===== src/design/lshcr_pkg.sv =====
package lshcr_pkg;
	// register offsets on the plain register port
	localparam logic [2:0] OFS_STATUS = 3'h0;
	localparam logic [2:0] OFS_DATA = 3'h1;
	localparam logic [2:0] OFS_CTRL = 3'h2;
	localparam logic [2:0] OFS_MANT = 3'h3;
	localparam logic [2:0] OFS_FRAC = 3'h4;
	localparam logic [2:0] OFS_HLEN = 3'h5;
	// serial_status_reg bit positions
	localparam int ST_HDF = 6;
	localparam int ST_RDRF = 5;
	localparam int ST_HERR = 3;
	localparam int ST_FERR = 1;
	// control register bit positions
	localparam int CT_LINE = 7;
	localparam int CT_SLV = 6;
	localparam int CT_HDM = 5;
	localparam int CT_ARS = 4;
	localparam int CT_SFS = 3;
	localparam int CT_DUM = 2;
	localparam int CT_MUTE = 1;
	localparam int CT_RXIE = 0;
	// reset values
	localparam logic [7:0] CTRL_RST = 8'h00;
	localparam logic [7:0] MANT_RST = 8'h01;
	localparam logic [3:0] FRAC_RST = 4'h0;
	localparam logic [11:0] DIV_RST = 12'h010;
	// protocol figures
	localparam logic [7:0] SYNCH_PATTERN = 8'h55;
	localparam logic [3:0] SAMPLE_MID = 4'h7;
	localparam logic [3:0] SAMPLE_LAST = 4'hF;
	localparam logic [3:0] STOP_BIT_IDX = 4'h9;
	localparam logic [7:0] BREAK_SAMPLES = 8'hB0;
	localparam logic [7:0] HEADER_MAX_BITS = 8'h39;
	localparam logic [2:0] SYNCH_EDGES = 3'h5;
	localparam logic [4:0] SAMPLE_STEP = 5'h10;
	// deviation limit 10/64 = 15.625%
	localparam logic [17:0] DEV_LIMIT_NUM = 18'h0000A;
	typedef enum logic [2:0] {
		LSHCR_HUNT,
		LSHCR_SYNCH,
		LSHCR_IDENT,
		LSHCR_DATA,
		LSHCR_BLOCKED
	} lshcr_state_e;
endpackage


===== src/design/lshcr_top.sv =====
// Chosen here: the plain strobed port and the register offsets.
`timescale 1ns/100ps
module lshcr_top (
	input wire logic clock,
	input wire logic reset_n,
	input wire logic [2:0] reg_addr,
	input wire logic [7:0] reg_wdata,
	input wire logic reg_wr,
	input wire logic reg_rd,
	output logic [7:0] reg_rdata,
	input wire logic receive_input,
	input wire logic [1:0] cpu_int_mask,
	output logic header_irq,
	output logic baud_tick
);
	import lshcr_pkg::*;

	typedef struct packed {
		lshcr_state_e st;
		logic [7:0] ctrl;
		logic herr;
		logic ferr;
		logic rdrf;
		logic hdf;
		logic sr_read;
		logic [7:0] data;
		logic [7:0] mant_nom;
		logic [3:0] frac_nom;
		logic [11:0] div;
		logic [11:0] meas;
		logic [11:0] acc;
		logic [3:0] smp;
		logic [3:0] bitn;
		logic [7:0] shft;
		logic busy;
		logic rx_d;
		logic [7:0] low_cnt;
		logic [2:0] edges;
		logic [14:0] meas_cnt;
		logic [14:0] seg;
		logic tmo_run;
		logic [3:0] tmo_smp;
		logic [7:0] hbits;
		logic [7:0] hlen;
		logic [7:0] rdata;
		logic irq;
		logic tick;
	} lshcr_regs_s;

	lshcr_regs_s state_r;
	lshcr_regs_s state_nxt;

	////////////////////////////////////////////////////////////
	function automatic logic [11:0] lshcr_absdiff(input logic [11:0] a, input logic [11:0] b);
		lshcr_absdiff = (a > b) ? (a - b) : (b - a);
	endfunction

	// true when |meas-div|/div reaches the deviation limit
	function automatic logic lshcr_dev_bad(input logic [11:0] m, input logic [11:0] d);
		logic [17:0] lhs;
		logic [17:0] rhs;
		lhs = {lshcr_absdiff(m, d), 6'h00};
		rhs = 18'({6'h00, d} * DEV_LIMIT_NUM);
		lshcr_dev_bad = (lhs >= rhs);
	endfunction

	////////////////////////////////////////////////////////////
	always_comb begin
		lshcr_regs_s n;
		logic slave;
		logic fall;
		logic rx;
		logic samp;
		logic char_done;
		logic stop_ok;
		logic brk;
		logic load;
		logic [7:0] load_val;
		logic hdr_err;
		logic blk_err;
		logic tmo;
		logic ars;
		logic hdm;
		logic mute;
		logic sfs_sw_clr;
		logic [12:0] acc_sum;
		logic [11:0] new_meas;
		n = state_r;
		rx = receive_input;
		fall = state_r.rx_d & ~rx;
		n.rx_d = rx;
		char_done = 1'b0;
		stop_ok = 1'b0;
		brk = 1'b0;
		load = 1'b0;
		load_val = 8'h00;
		hdr_err = 1'b0;
		blk_err = 1'b0;
		tmo = 1'b0;
		sfs_sw_clr = 1'b0;
		new_meas = state_r.meas_cnt[14:3];
		n.tick = 1'b0;
		n.rdata = 8'h00;
		ars = state_r.ctrl[CT_ARS];
		hdm = state_r.ctrl[CT_HDM];
		mute = state_r.ctrl[CT_MUTE];
		slave = state_r.ctrl[CT_LINE] & state_r.ctrl[CT_SLV];

		// register port: reads first so hardware sets win
		if (reg_rd) begin
			unique case (reg_addr)
				OFS_STATUS: begin
					n.rdata = {1'b0, state_r.hdf, state_r.rdrf, 1'b0, state_r.herr, 1'b0, state_r.ferr, 1'b0};
					n.sr_read = 1'b1;
				end
				OFS_DATA: begin
					n.rdata = state_r.data;
					if (state_r.sr_read) begin
						// blocked state holds the error until the state bit drops
						if (!state_r.ctrl[CT_SFS])
							n.herr = 1'b0;
						n.ferr = 1'b0;
						n.rdrf = 1'b0;
						n.hdf = 1'b0;
					end
					n.sr_read = 1'b0;
				end
				OFS_CTRL: n.rdata = state_r.ctrl;
				OFS_MANT: n.rdata = state_r.div[11:4];
				OFS_FRAC: n.rdata = {4'h0, state_r.div[3:0]};
				OFS_HLEN: n.rdata = state_r.hlen;
				default: n.rdata = 8'h00;
			endcase
		end
		if (reg_wr && reg_addr == OFS_CTRL) begin
			sfs_sw_clr = state_r.ctrl[CT_SFS] & ~reg_wdata[CT_SFS];
			n.ctrl = reg_wdata;
		end
		if (reg_wr && reg_addr == OFS_FRAC)
			n.frac_nom = reg_wdata[3:0];

		////////////////////////////////////////////////////////
		// fractional sampling clock: one tick every div/16 clocks
		acc_sum = {1'b0, state_r.acc} + {8'h00, SAMPLE_STEP};
		if (slave && state_r.div != 12'h000) begin
			if (acc_sum >= {1'b0, state_r.div}) begin
				n.tick = 1'b1;
				n.acc = 12'(acc_sum - {1'b0, state_r.div});
			end else begin
				n.acc = acc_sum[11:0];
			end
		end else begin
			n.acc = 12'h000;
		end
		samp = n.tick;

		// break: at least 11 low bits then a recessive sample
		if (samp) begin
			if (!rx) begin
				if (state_r.low_cnt != 8'hFF)
					n.low_cnt = state_r.low_cnt + 8'h01;
			end else begin
				brk = (state_r.low_cnt >= BREAK_SAMPLES);
				n.low_cnt = 8'h00;
			end
		end

		// character engine, mid-bit sampling
		if (!state_r.busy) begin
			if (fall) begin
				n.busy = 1'b1;
				n.smp = 4'h0;
				n.bitn = 4'h0;
			end
		end else if (samp) begin
			n.smp = state_r.smp + 4'h1;
			if (state_r.smp == SAMPLE_MID) begin
				n.bitn = state_r.bitn + 4'h1;
				if (state_r.bitn == 4'h0 && rx) begin
					n.busy = 1'b0;
				end else if (state_r.bitn == STOP_BIT_IDX) begin
					n.busy = 1'b0;
					char_done = 1'b1;
					stop_ok = rx;
				end else if (state_r.bitn != 4'h0) begin
					n.shft = {rx, state_r.shft[7:1]};
				end
			end
		end

		// header timeout in slave bit times
		if (state_r.tmo_run && samp) begin
			n.tmo_smp = state_r.tmo_smp + 4'h1;
			if (state_r.tmo_smp == SAMPLE_LAST) begin
				if (state_r.hbits != 8'hFF)
					n.hbits = state_r.hbits + 8'h01;
				if (state_r.hbits == HEADER_MAX_BITS)
					tmo = hdm | ars;
			end
		end

		////////////////////////////////////////////////////////
		unique case (state_r.st)
			LSHCR_HUNT: begin
			end
			LSHCR_SYNCH: begin
				if (ars) begin
					// measurement: the character engine result is dropped
					n.busy = 1'b0;
					if (state_r.edges != 3'h0) begin
						n.meas_cnt = state_r.meas_cnt + 15'h0001;
						n.seg = state_r.seg + 15'h0001;
						if (state_r.meas_cnt == 15'h7FFF)
							blk_err = 1'b1;
					end
					if (fall) begin
						n.edges = state_r.edges + 3'h1;
						n.seg = 15'h0000;
						if (state_r.edges == 3'h0) begin
							n.meas_cnt = 15'h0001;
						end else if (state_r.seg < {3'h0, state_r.div}) begin
							blk_err = 1'b1;
						end
						if (n.edges == SYNCH_EDGES && !blk_err) begin
							if (lshcr_dev_bad(new_meas, state_r.div)) begin
								blk_err = 1'b1;
							end else begin
								n.meas = new_meas;
								if (!state_r.ctrl[CT_DUM])
									n.div = new_meas;
								n.ctrl[CT_SFS] = 1'b0;
								n.st = LSHCR_IDENT;
							end
						end
					end
					if (sfs_sw_clr) begin
						n.tmo_run = 1'b0;
						n.st = LSHCR_HUNT;
					end
				end else if (char_done) begin
					if (!mute && !hdm) begin
						load = 1'b1;
						load_val = state_r.shft;
					end
					if (state_r.shft != SYNCH_PATTERN)
						hdr_err = 1'b1;
					else
						n.st = LSHCR_IDENT;
				end
			end
			LSHCR_IDENT: begin
				if (char_done) begin
					n.tmo_run = 1'b0;
					if (hdm | ars)
						n.hlen = state_r.hbits;
					if (ars && state_r.ctrl[CT_DUM])
						n.div = state_r.meas;
					if (mute && hdm && stop_ok)
						n.ctrl[CT_MUTE] = 1'b0;
					if (!mute || (hdm && stop_ok)) begin
						load = 1'b1;
						load_val = n.shft;
						if (hdm)
							n.hdf = 1'b1;
						if (!stop_ok)
							n.ferr = 1'b1;
					end
					n.st = LSHCR_DATA;
				end
			end
			LSHCR_DATA: begin
				// an all-zero frame is a break and is left to the detector
				if (char_done && !mute && (stop_ok || n.shft != 8'h00)) begin
					load = 1'b1;
					load_val = n.shft;
					if (!stop_ok)
						n.ferr = 1'b1;
				end
			end
			LSHCR_BLOCKED: begin
				n.busy = 1'b0;
				if (!n.ctrl[CT_SFS])
					n.st = LSHCR_HUNT;
			end
		endcase

		// header errors, timeout included, stop the timeout counter
		if (blk_err) begin
			n.herr = 1'b1;
			n.ctrl[CT_SFS] = 1'b1;
			n.tmo_run = 1'b0;
			n.st = LSHCR_BLOCKED;
		end
		if (hdr_err) begin
			n.herr = 1'b1;
			n.tmo_run = 1'b0;
			n.st = LSHCR_HUNT;
		end
		if (tmo && state_r.tmo_run && !blk_err && !hdr_err) begin
			n.herr = 1'b1;
			n.tmo_run = 1'b0;
			n.hlen = n.hbits;
			if (state_r.st == LSHCR_SYNCH && ars) begin
				n.ctrl[CT_SFS] = 1'b1;
				n.st = LSHCR_BLOCKED;
			end else begin
				n.st = LSHCR_HUNT;
			end
		end

		// overrun: a character into a full data register
		if (load) begin
			if (state_r.rdrf)
				n.herr = 1'b1;
			else
				n.data = load_val;
			n.rdrf = 1'b1;
		end

		// a break restarts header handling from any unblocked state
		if (brk && state_r.st != LSHCR_BLOCKED) begin
			n.busy = 1'b0;
			n.edges = 3'h0;
			n.meas_cnt = 15'h0000;
			n.tmo_run = 1'b1;
			n.tmo_smp = 4'h0;
			n.hbits = 8'h00;
			n.st = LSHCR_SYNCH;
			if (ars)
				n.ctrl[CT_SFS] = 1'b1;
			if (!hdm) begin
				n.hdf = 1'b1;
				n.data = 8'h00;
				n.rdrf = 1'b1;
				n.ctrl[CT_MUTE] = 1'b0;
			end
		end

		if (!slave) begin
			n.st = LSHCR_HUNT;
			n.tmo_run = 1'b0;
			n.busy = 1'b0;
		end

		// nominal value written last so it wins the tie
		if (reg_wr && reg_addr == OFS_MANT) begin
			n.mant_nom = reg_wdata;
			n.div = {reg_wdata, state_r.frac_nom};
		end

		n.irq = n.herr & n.ctrl[CT_RXIE] & (cpu_int_mask == 2'h0);
		state_nxt = n;
	end

	////////////////////////////////////////////////////////////
	always_ff @(posedge clock or negedge reset_n) begin
		if (!reset_n) begin
			state_r <= '0;
			state_r.st <= LSHCR_HUNT;
			state_r.ctrl <= CTRL_RST;
			state_r.mant_nom <= MANT_RST;
			state_r.frac_nom <= FRAC_RST;
			state_r.div <= DIV_RST;
			state_r.meas <= DIV_RST;
			state_r.rx_d <= 1'b1;
		end else begin
			state_r <= state_nxt;
		end
	end

	assign reg_rdata = state_r.rdata;
	assign header_irq = state_r.irq;
	assign baud_tick = state_r.tick;
endmodule


===== config.mk =====
export PLATFORM = sky130hd
export DESIGN_NAME = lshcr_top
export DESIGN_NICKNAME = d
export VERILOG_FILES = /design/src/design/lshcr_pkg.sv /design/src/design/lshcr_top.sv
export SDC_FILE = /design/constraint.sdc
export NUM_CORES = 1
export LEC_CHECK = 0
export BUFFER_PORTS_ARGS = -buffer_cell sky130_fd_sc_hd__buf_4
export CORE_AREA = 2 2 196 198
export DETAILED_ROUTE_END_ITERATION = 8
export DIE_AREA = 0 0 198 200
export PLACE_DENSITY = 0.49
export REMOVE_ABC_BUFFERS = 1
export SLEW_MARGIN = 20
export SYNTH_ARGS = -nofsm -noshare
export SYNTH_HDL_FRONTEND = slang
export SYNTH_SLANG_ARGS = --single-unit

===== constraint.sdc =====
create_clock -name clock -period 4.8 [get_ports clock]
set_clock_uncertainty 0.2 [all_clocks]
set_input_delay 0.48 -clock clock [delete_from_list [all_inputs] [get_ports clock]]
set_output_delay 0.48 -clock clock [all_outputs]
set_load 0.02 [all_outputs]

==> results of run 1 <==
[report_power, final]
part / leakage (nW) / internal, mW / switching (mW)
sequential: 1.94 / 1.48 / 0.235
combinational: 3.77 / 1.91 / 2.25
clock: 0.284 / 0.858 / 0.568
total: 5.99 / 4.25 / 3.06
[cell usage after synthesis (4+ instances only)]
cell,n
a22oi_1,5
nor4_1,11
a31oi_1,10
ha_1,91
clkbuf_1,35
o22ai_1,4
nand4_1,29
a211oi_1,22
or3_1,10
o211ai_1,11
nor3b_1,4
xnor2_1,25
mux2_1,9
a221o_1,13
o21ai_1,4
or2_2,6
buf_4,11
nand3b_1,9
buf_2,10
nand2_1,116
nor3_1,31
a21oi_1,101
fa_1,4
nor2_1,109
nand2b_1,13
nand3_1,54
o32ai_1,4
dfrtp_1,151
mux2_2,24
a21o_1,15
and3_1,8
a211o_1,5
mux2i_1,19
and2_1,12
o21a_1,7
inv_1,68
buf_1,4
nor2b_1,14
o21ai_0,73
xor2_1,23
o21bai_1,7
[area by class of cell]
type	instances	area (µm²)
Clock buffer	21	470
Multi-Input combinational cell	974	7170
Inverter	69	259
Tap cell	511	639
Fill cell	3796	23400
Timing Repair Buffer	172	1420
Clock inverter	10	141
Sequential cell	154	3870
[flip-flops by register name, summed over array words and instances (netlist names)]
signal and count:
header_irq 1, state_r 144, baud_tick 1, reg_rdata 8
[cells in the final DEF, fill, tap and decap left out, types with 10 or more instances in the layout]
cell type,instances
xnor2_1,25
buf_4,153
xor2_1,23
inv_1,62
buf_6,12
nand2b_1,13
a221o_1,13
a31oi_1,10
mux2_4,14
o211ai_1,11
a211oi_2,14
nand2_1,114
mux2_2,21
ha_1,76
and2_1,12
clkbuf_16,19
a21o_1,15
nand4_1,29
ha_4,10
a21oi_1,91
o21ai_0,65
nand3_1,48
a21oi_2,10
or3_1,10
mux2i_1,19
nor2b_1,14
dfrtp_1,144
nor3_1,31
nor2_1,107
[what timing repair did]
action,4_1_cts,5_1_grt
endpoints found under the hold margin,2,0
pin swaps,31,36
cloned,1,2
setup buffers,16,7
hold buffers,1,0
resized for setup,72,48
endpoints found under the setup margin,38,38
[cells by family after synthesis]
group	after synthesis	synth area share
simple gates	448	0.200
compound gates	327	0.198
flops	154	0.347
buf+inv	131	0.0504
fa+ha+maj	95	0.110
mux	56	0.0573
xor+xnor	48	0.0378
[final timing paths]
path / from / to / slack (ps) / cells past startpoint
max: state_r[118] / state_r[110] / -40 / 22
min: receive_input / state_r[72] / 60 / 1
max reg2reg: state_r[118] / state_r[110] / -40 / 22
min reg2reg: state_r[149] / state_r[149] / 320 / 1
max in group asynchronous: reset_n / state_r[106] / 2840 / 3
min in group asynchronous: reset_n / state_r[89] / 530 / 2
[metal layers]
| layer | vias to the layer above | share of wire | wire (µm) |
|---|---|---|---|
| met5 | - | 0 | 0 |
| met4 | 0 | 0.024 | 854 |
| li1 | 4832 | - | - |
| met1 | 4926 | 0.48 | 17000 |
| met3 | 48 | 0.028 | 989 |
| met2 | 160 | 0.47 | 16700 |
[through the flow]
stage	TNS (ps)	std cells	instance area, µm²	hold WS (ps)
floorplan	-23950	1197	10800	-15.6
global placement	-3400	1854	12600	268
detailed placement	-6590	1854	12600	275
CTS	-1190	1903	13700	53.7
global route	-8160	1911	14000	57.3
finish	-470	1911	14000	56.4
[worst register-to-register path, cell delays in order, from the launching register on]
cell	delay, ps
dfstp_2	560
buf_12	110
ha_1	240
ha_1	300
a21o_1	190
a21oi_2	170
o21ai_2	80
a21oi_2	160
o21ai_1	90
a21oi_2	180
buf_4	130
xnor2_1	140
ha_1	280
a211o_1	260
o211ai_1	90
a21oi_1	100
a211o_4	320
nor3_4	150
buf_4	130
nor4b_4	200
buf_4	190
clkbuf_16	160
mux2_4	290
==> insert_results.sql, run 1 <==
INSERT INTO impl_metrics (metric_group, metric, value, unit) VALUES
('place', 'dp_hpwl', '26.7', 'mm'),
('clock_tree', 'cts_root_buffer', 'clkbuf_16', ''),
('final_layout', 'area_delta_synth_final', '25.7', '%'),
('setup_path', 'crit_buf_inv', '5', ''),
('route', 'vias', '9966', ''),
('clock_tree', 'clkSlewWorstSetupHoldPaths', '70', 'ps'),
('sta', 'hold_violations_final', '0', ''),
('route', 'remaining_drc_errors', '0', ''),
('setup_path', 'cp.arrival', '4970', 'ps'),
('sta', 'setup_ws_post_layout', '-44.6', 'ps'),
('setup_path', 'critical-path-slowest-cell', 'dfstp_2', ''),
('synth', 'synthTopCellsByArea', 'dfrtp_1 34%, ha_1 10%, a21oi_1 4.5%', ''),
('pwr', 'power.density_cell_area', '523', 'nW/µm²'),
('setup_path', 'ordered_list_of_cells_on_the_worst_path', 'buf_12, ha_1, ha_1, a21o_1, a21oi_2, o21ai_2, a21oi_2, o21ai_1, a21oi_2, buf_4, xnor2_1, ha_1, a211o_1, o211ai_1, a21oi_1, a211o_4, nor3_4, buf_4, nor4b_4, buf_4, clkbuf_16, mux2_4', ''),
('synth', 'synth-main-ff-cell', 'dfrtp_1', ''),
('grt', 'grt-busiest-layer', 'met2', ''),
('final_layout', 'antenna_cells', '0', ''),
('grt', 'grtUsageMet1', '0.248', ''),
('synth', 'synth.avg_cell_area', '8.83', 'µm²'),
('final_layout', 'drive_above_1_share', '0.246', ''),
('grt', 'grt_antenna_before_repair', '0', ''),
('sta', 'final-setup-viol-count', '17', ''),
('synth', 'netlist_area_before_placement', '11100', 'µm²'),
('pwr', 'vdd_ir_drop_max', '269', 'µV'),
('die', 'rows', '71', ''),
('clock_tree', 'cts_max_level', '4', ''),
('route', 'detailedRoute.firstPassIterationCount', '5', ''),
('pwr', 'cellLeakagePower', '5.99', 'nW'),
('grt', 'global_route_wire_length_before_repair', '56.0', 'mm'),
('synth', 'synth.ff_latch_count', '154', ''),
('die', 'die_x', '198', 'µm'),
('setup_path', 'setup.worst_path.end_class', 'flip-flop', ''),
('setup_path', 'crit_family', 'compound AO/OA/AOI/OAI gates', ''),
('die', 'core_region_area', '37400', 'µm²'),
('clock_tree', 'cts_tree', 'built', ''),
('synth', 'area_share_of_the_largest_cell_type_after_synthesis', '0.340', ''),
('sta', 'final_period_minus_worst_setup_slack', '4840', 'ps'),
('sta', 'max_slew.worst_pin.slew', '1260', 'ps'),
('clock_tree', 'tritoncts.num_buffers', '17', ''),
('grt', 'grt_max_degree', '93', ''),
('grt', 'use_met3', '0.0292', ''),
('final_layout', 'layout.nets', '1501', ''),
('setup_path', 'startpoint_type', 'flip-flop', ''),
('synth', 'netlist.top_cell.by_area', 'dfrtp_1', ''),
('place', 'portBuffers', '27', ''),
('setup_path', 'required', '4920', 'ps'),
('sta', 'drv_slew', '0', ''),
('job', 'cap_viol_max_count', '0', ''),
('clock_tree', 'clock_latency_of_the_later_clocked_register_in_the_worst_skew_pair', '430', 'ps'),
('route', 'drt_iter0_markers', '664', ''),
('setup_path', 'worst-setup-path-type', 'reg -> reg', ''),
('synth', 'synth_sequential_area_ratio', '0.347', ''),
('synth', 'netlist_instances', '1259', ''),
('route', 'avgViaCountPerCell', '5.22', ''),
('grt', 'use_met2', '0.302', ''),
('sta', 'worst_slew_margin_rel', '0.161', ''),
('run_status', 'run_status', 'complete, but fails checks', ''),
('route', 'drt_wl_cell', '18.6', 'µm'),
('synth', 'ys_types', '93', ''),
('final_layout', 'final_core_utilization', '0.374', ''),
('die', 'start_util', '0.297', ''),
('place', 'place.gp.congestion', '0.925', ''),
('die', 'io-pin-count', '28', ''),
('grt', 'grt_use_total', '0.184', ''),
('sta', 'timing.fmax', '0.206', 'GHz'),
('grt', 'residual_overflow_from_global_routing', '0', ''),
('pwr', 'power.total', '7.31', 'mW'),
('sta', 'rsz_0062_raised_after_global_routing', 'true', ''),
('min_path', 'hold_path.class', 'in -> reg', ''),
('setup_path', 'worst_path_largest_cell_delay', '560', 'ps'),
('clock_tree', 'numClockSinks', '154', ''),
('place', 'placement.setup.worst_slack', '-229', 'ps'),
('route', 'wl', '35.6', 'mm'),
('synth', 'synth-async-reset-ratio', '1.00', ''),
('synth', 'synth_enable_flop_cells', '0', ''),
('route', 'route.antenna.remaining_nets', '0', ''),
('setup_path', 'critical_path.max_fanout', '6', ''),
('run_status', 'failed_checks', 'setup timing', ''),
('synth', 'ys.warnings.count', '0', ''),
('die', 'die_area', '39600', 'µm²'),
('clock_tree', 'cts_max_path_buffers', '2', ''),
('grt', 'first_global_vias', '9740', ''),
('sta', 'fin_crit_share', '1.01', ''),
('die', 'dieHeight', '200', 'µm');
(Power assumes the default switching activity.)
==> run 2, diff against run 1 <==
--- a/config.mk
+++ b/config.mk
@@ -6,10 +6,10 @@
 export NUM_CORES = 1
 export LEC_CHECK = 0
 export BUFFER_PORTS_ARGS = -buffer_cell sky130_fd_sc_hd__buf_4
-export CORE_AREA = 2 2 196 198
+export CORE_AREA = 2 2 142 144
 export DETAILED_ROUTE_END_ITERATION = 8
-export DIE_AREA = 0 0 198 200
-export PLACE_DENSITY = 0.49
+export DIE_AREA = 0 0 144 146
+export PLACE_DENSITY = 0.81
 export REMOVE_ABC_BUFFERS = 1
 export SLEW_MARGIN = 20
 export SYNTH_ARGS = -nofsm -noshare
==> run 2 against run 1 <==
Effect of this change: the flow still finishes with violations (setup timing); cell area decreased by 2.4%; combinational power about the same; critical path depth increased by 3; critical endpoint is now state_r[125].
==> insert_results.sql, run 2 (same netlist as run 1, synthesis figures left out) <==
INSERT INTO impl_metrics (metric_group, metric, value, unit) VALUES
('clock_tree', 'cts_root_buffer', 'clkbuf_16', ''),
('run_status', 'run_status', 'complete, but fails checks', ''),
('final_layout', 'antenna_cells', '0', ''),
('die', 'dieHeight', '146', 'µm'),
('clock_tree', 'cts_max_level', '4', ''),
('pwr', 'power.switching', '3.18', 'mW'),
('final_layout', 'commonest_cells_after_routing_fill_and_taps_aside', '149 x dfrtp_1, 149 x buf_4, 115 x nand2_1', ''),
('grt', 'first_global_vias', '10034', ''),
('setup_path', 'crit_buf_inv', '5', ''),
('run_status', 'failed_checks', 'setup timing', ''),
('final_layout', 'nFillCells', '1367', ''),
('sta', 'worst_slew_margin_rel', '0.0867', ''),
('final_layout', 'top_register_by_number_of_flip_flops', 'state_r', ''),
('setup_path', 'critical-path-slowest-cell', 'fa_2', ''),
('sta', 'hold_violations_final', '0', ''),
('grt', 'global_route_wire_length_before_repair', '52.1', 'mm'),
('clock_tree', 'clock_latency_of_the_later_clocked_register_in_the_worst_skew_pair', '450', 'ps'),
('job', 'cap_viol_max_count', '0', ''),
('setup_path', 'regToRegSetupSlack', '-200', 'ps'),
('route', 'detailedRoute.firstPassIterationCount', '5', ''),
('route', 'drt_iter0_markers', '1200', ''),
('setup_path', 'required', '4990', 'ps'),
('pwr', 'power.total', '7.30', 'mW'),
('sta', 'final_period_minus_worst_setup_slack', '5000', 'ps'),
('route', 'drt_wl_cell', '20.6', 'µm'),
('die', 'io-pin-count', '28', ''),
('grt', 'use_met3', '0.0503', ''),
('clock_tree', 'clkSlewWorstSetupHoldPaths', '80', 'ps'),
('grt', 'use_met2', '0.515', ''),
('setup_path', 'worst_path_largest_cell_delay', '390', 'ps'),
('place', 'portBuffers', '27', ''),
('route', 'remaining_drc_errors', '0', ''),
('final_layout', 'area_delta_synth_final', '22.7', '%'),
('die', 'start_util', '0.575', ''),
('pwr', 'power.density_cell_area', '535', 'nW/µm²'),
('grt', 'grtUsageMet1', '0.412', ''),
('setup_path', 'worst-setup-path-type', 'reg -> reg', ''),
('place', 'dp_hpwl', '23.5', 'mm'),
('route', 'avgViaCountPerCell', '6.42', ''),
('sta', 'rsz_0062_raised_after_global_routing', 'true', ''),
('sta', 'setup_ws_post_layout', '-202', 'ps'),
('clock_tree', 'numClockSinks', '154', ''),
('final_layout', 'drive_above_1_share', '0.241', ''),
('die', 'die_area', '21000', 'µm²'),
('die', 'rows', '51', ''),
('setup_path', 'setup.worst_path.end_class', 'flip-flop', ''),
('clock_tree', 'cts_max_path_buffers', '2', ''),
('die', 'core_region_area', '19300', 'µm²'),
('clock_tree', 'tritoncts.num_buffers', '17', ''),
('die', 'die_x', '144', 'µm'),
('pwr', 'cellLeakagePower', '5.97', 'nW'),
('setup_path', 'crit_family', 'compound AO/OA/AOI/OAI gates', ''),
('sta', 'fin_crit_share', '1.04', ''),
('sta', 'setup-tns-final', '-3030', 'ps'),
('final_layout', 'final-instance-count-excl-fill', '1657', ''),
('setup_path', 'startpoint_type', 'flip-flop', ''),
('sta', 'max_slew.worst_pin.slew', '1370', 'ps'),
('final_layout', 'largest_reg_flops', '144', ''),
('place', 'place.gp.congestion', '0.932', ''),
('pwr', 'clockPowerShare', '0.190', ''),
('setup_path', 'cp.arrival', '5190', 'ps'),
('grt', 'grt_use_total', '0.314', ''),
('sta', 'final-setup-viol-count', '30', ''),
('min_path', 'hold_path.class', 'in -> reg', ''),
('grt', 'residual_overflow_from_global_routing', '0', ''),
('pwr', 'switching_share', '0.436', ''),
('clock_tree', 'cts_tree', 'built', ''),
('pwr', 'vdd_ir_drop_max', '362', 'µV'),
('setup_path', 'critical_path.max_fanout', '6', ''),
('pwr', 'power.combinational.fraction', '0.576', ''),
('sta', 'drv_slew', '0', ''),
('route', 'route.antenna.remaining_nets', '0', ''),
('route', 'wl', '34.2', 'mm'),
('grt', 'grt_antenna_before_repair', '0', ''),
('grt', 'grt-busiest-layer', 'met2', ''),
('final_layout', 'layout.nets', '1492', ''),
('sta', 'timing.fmax', '0.200', 'GHz'),
('pwr', 'seq_power_share', '0.234', ''),
('route', 'vias', '10643', ''),
('setup_path', 'critical-path-top-cell-by-count', 'nor2_1', ''),
('place', 'cells_after_dpl', '1600', ''),
('sta', 'final_layout_worst_hold_slack', '30.0', 'ps'),
('pwr', 'internal_cell_power', '4.12', 'mW'),
('grt', 'grt_max_degree', '79', '');
## run 2: cell types whose count changed in the layout (fill, tap and decap cells not counted), sizes merged
cell and change:
clkinvlp -4, clkinv +7, inv +5, clkbuf -5, bufinv -3, a311oi +1, buf -9
## run 2: timing repair
item,in CTS,in global routing
buffers inserted,14,6
resized for setup,43,78
setup endpoints to repair,38,38
pin swaps,35,44
endpoints found under the hold margin,75,0
cloned,1,2
hold buffers,1,0
## run 2: worst paths after layout
check / startpoint / to / cells after the start
setup / recovery: state_r[49] / state_r[125] / 25
hold / removal: receive_input / state_r[72] / 1
setup reg to reg: state_r[49] / state_r[125] / 25
hold reg to reg: state_r[85] / state_r[85] / 1
max in group asynchronous: reset_n / state_r[116] / 3
min in group asynchronous: reset_n / state_r[66] / 2
## run 2: cell type report
cell class                 count  area [µm²]  share of cell area
tap                          265         332              0.0243
sequential                   154        3860               0.283
clock inverter                15         195              0.0143
inverter                      69         259              0.0190
timing repair buffer         162        1300              0.0952
multi-input combinational    975        7270               0.533
clock buffer                  17         425              0.0312
## run 2: metrics by stage
stage          utilization  setup slack (ps)  instance area [µm²]
2_1_floorplan            -              -764                10800
3_3_place_gp         0.632              -187                12200
3_5_place_dp         0.632              -348                12200
4_1_cts              0.680              -112                13100
5_1_grt              0.705              -411                13600
6_report             0.705              -202                13600
## run 2: worst register-to-register path, stage by stage, from the launching register on
cell	delay [ps]
dfrtp_1	380
inv_1	60
ha_2	170
inv_2	40
fa_2	390
nand3_4	100
a211oi_4	70
o31ai_2	260
nor2_1	100
buf_4	180
buf_12	140
mux2i_1	140
o211ai_1	140
a211oi_1	190
a21oi_1	110
xor2_1	170
ha_1	320
nand4_1	90
nor2_1	70
a211o_4	390
nor3_4	160
o2111a_4	360
buf_6	140
nand3_2	100
a211oi_2	320
a221o_1	160
## run 2: routing by layer
metal	part of all wire	up-vias
li1	-	4821
met1	0.39	5092
met2	0.48	575
met3	0.084	155
met4	0.050	0
met5	0	-
## run 2: power by group through the flow
stage	registers (mW)	logic (mW)	clock network (mW)
final	1.71	4.20	1.39
after global routing	1.73	4.55	1.45
after CTS	1.69	3.68	1.39
after detailed placement	1.71	3.47	0
after global placement	1.70	3.39	0
after floorplan	1.69	2.18	0
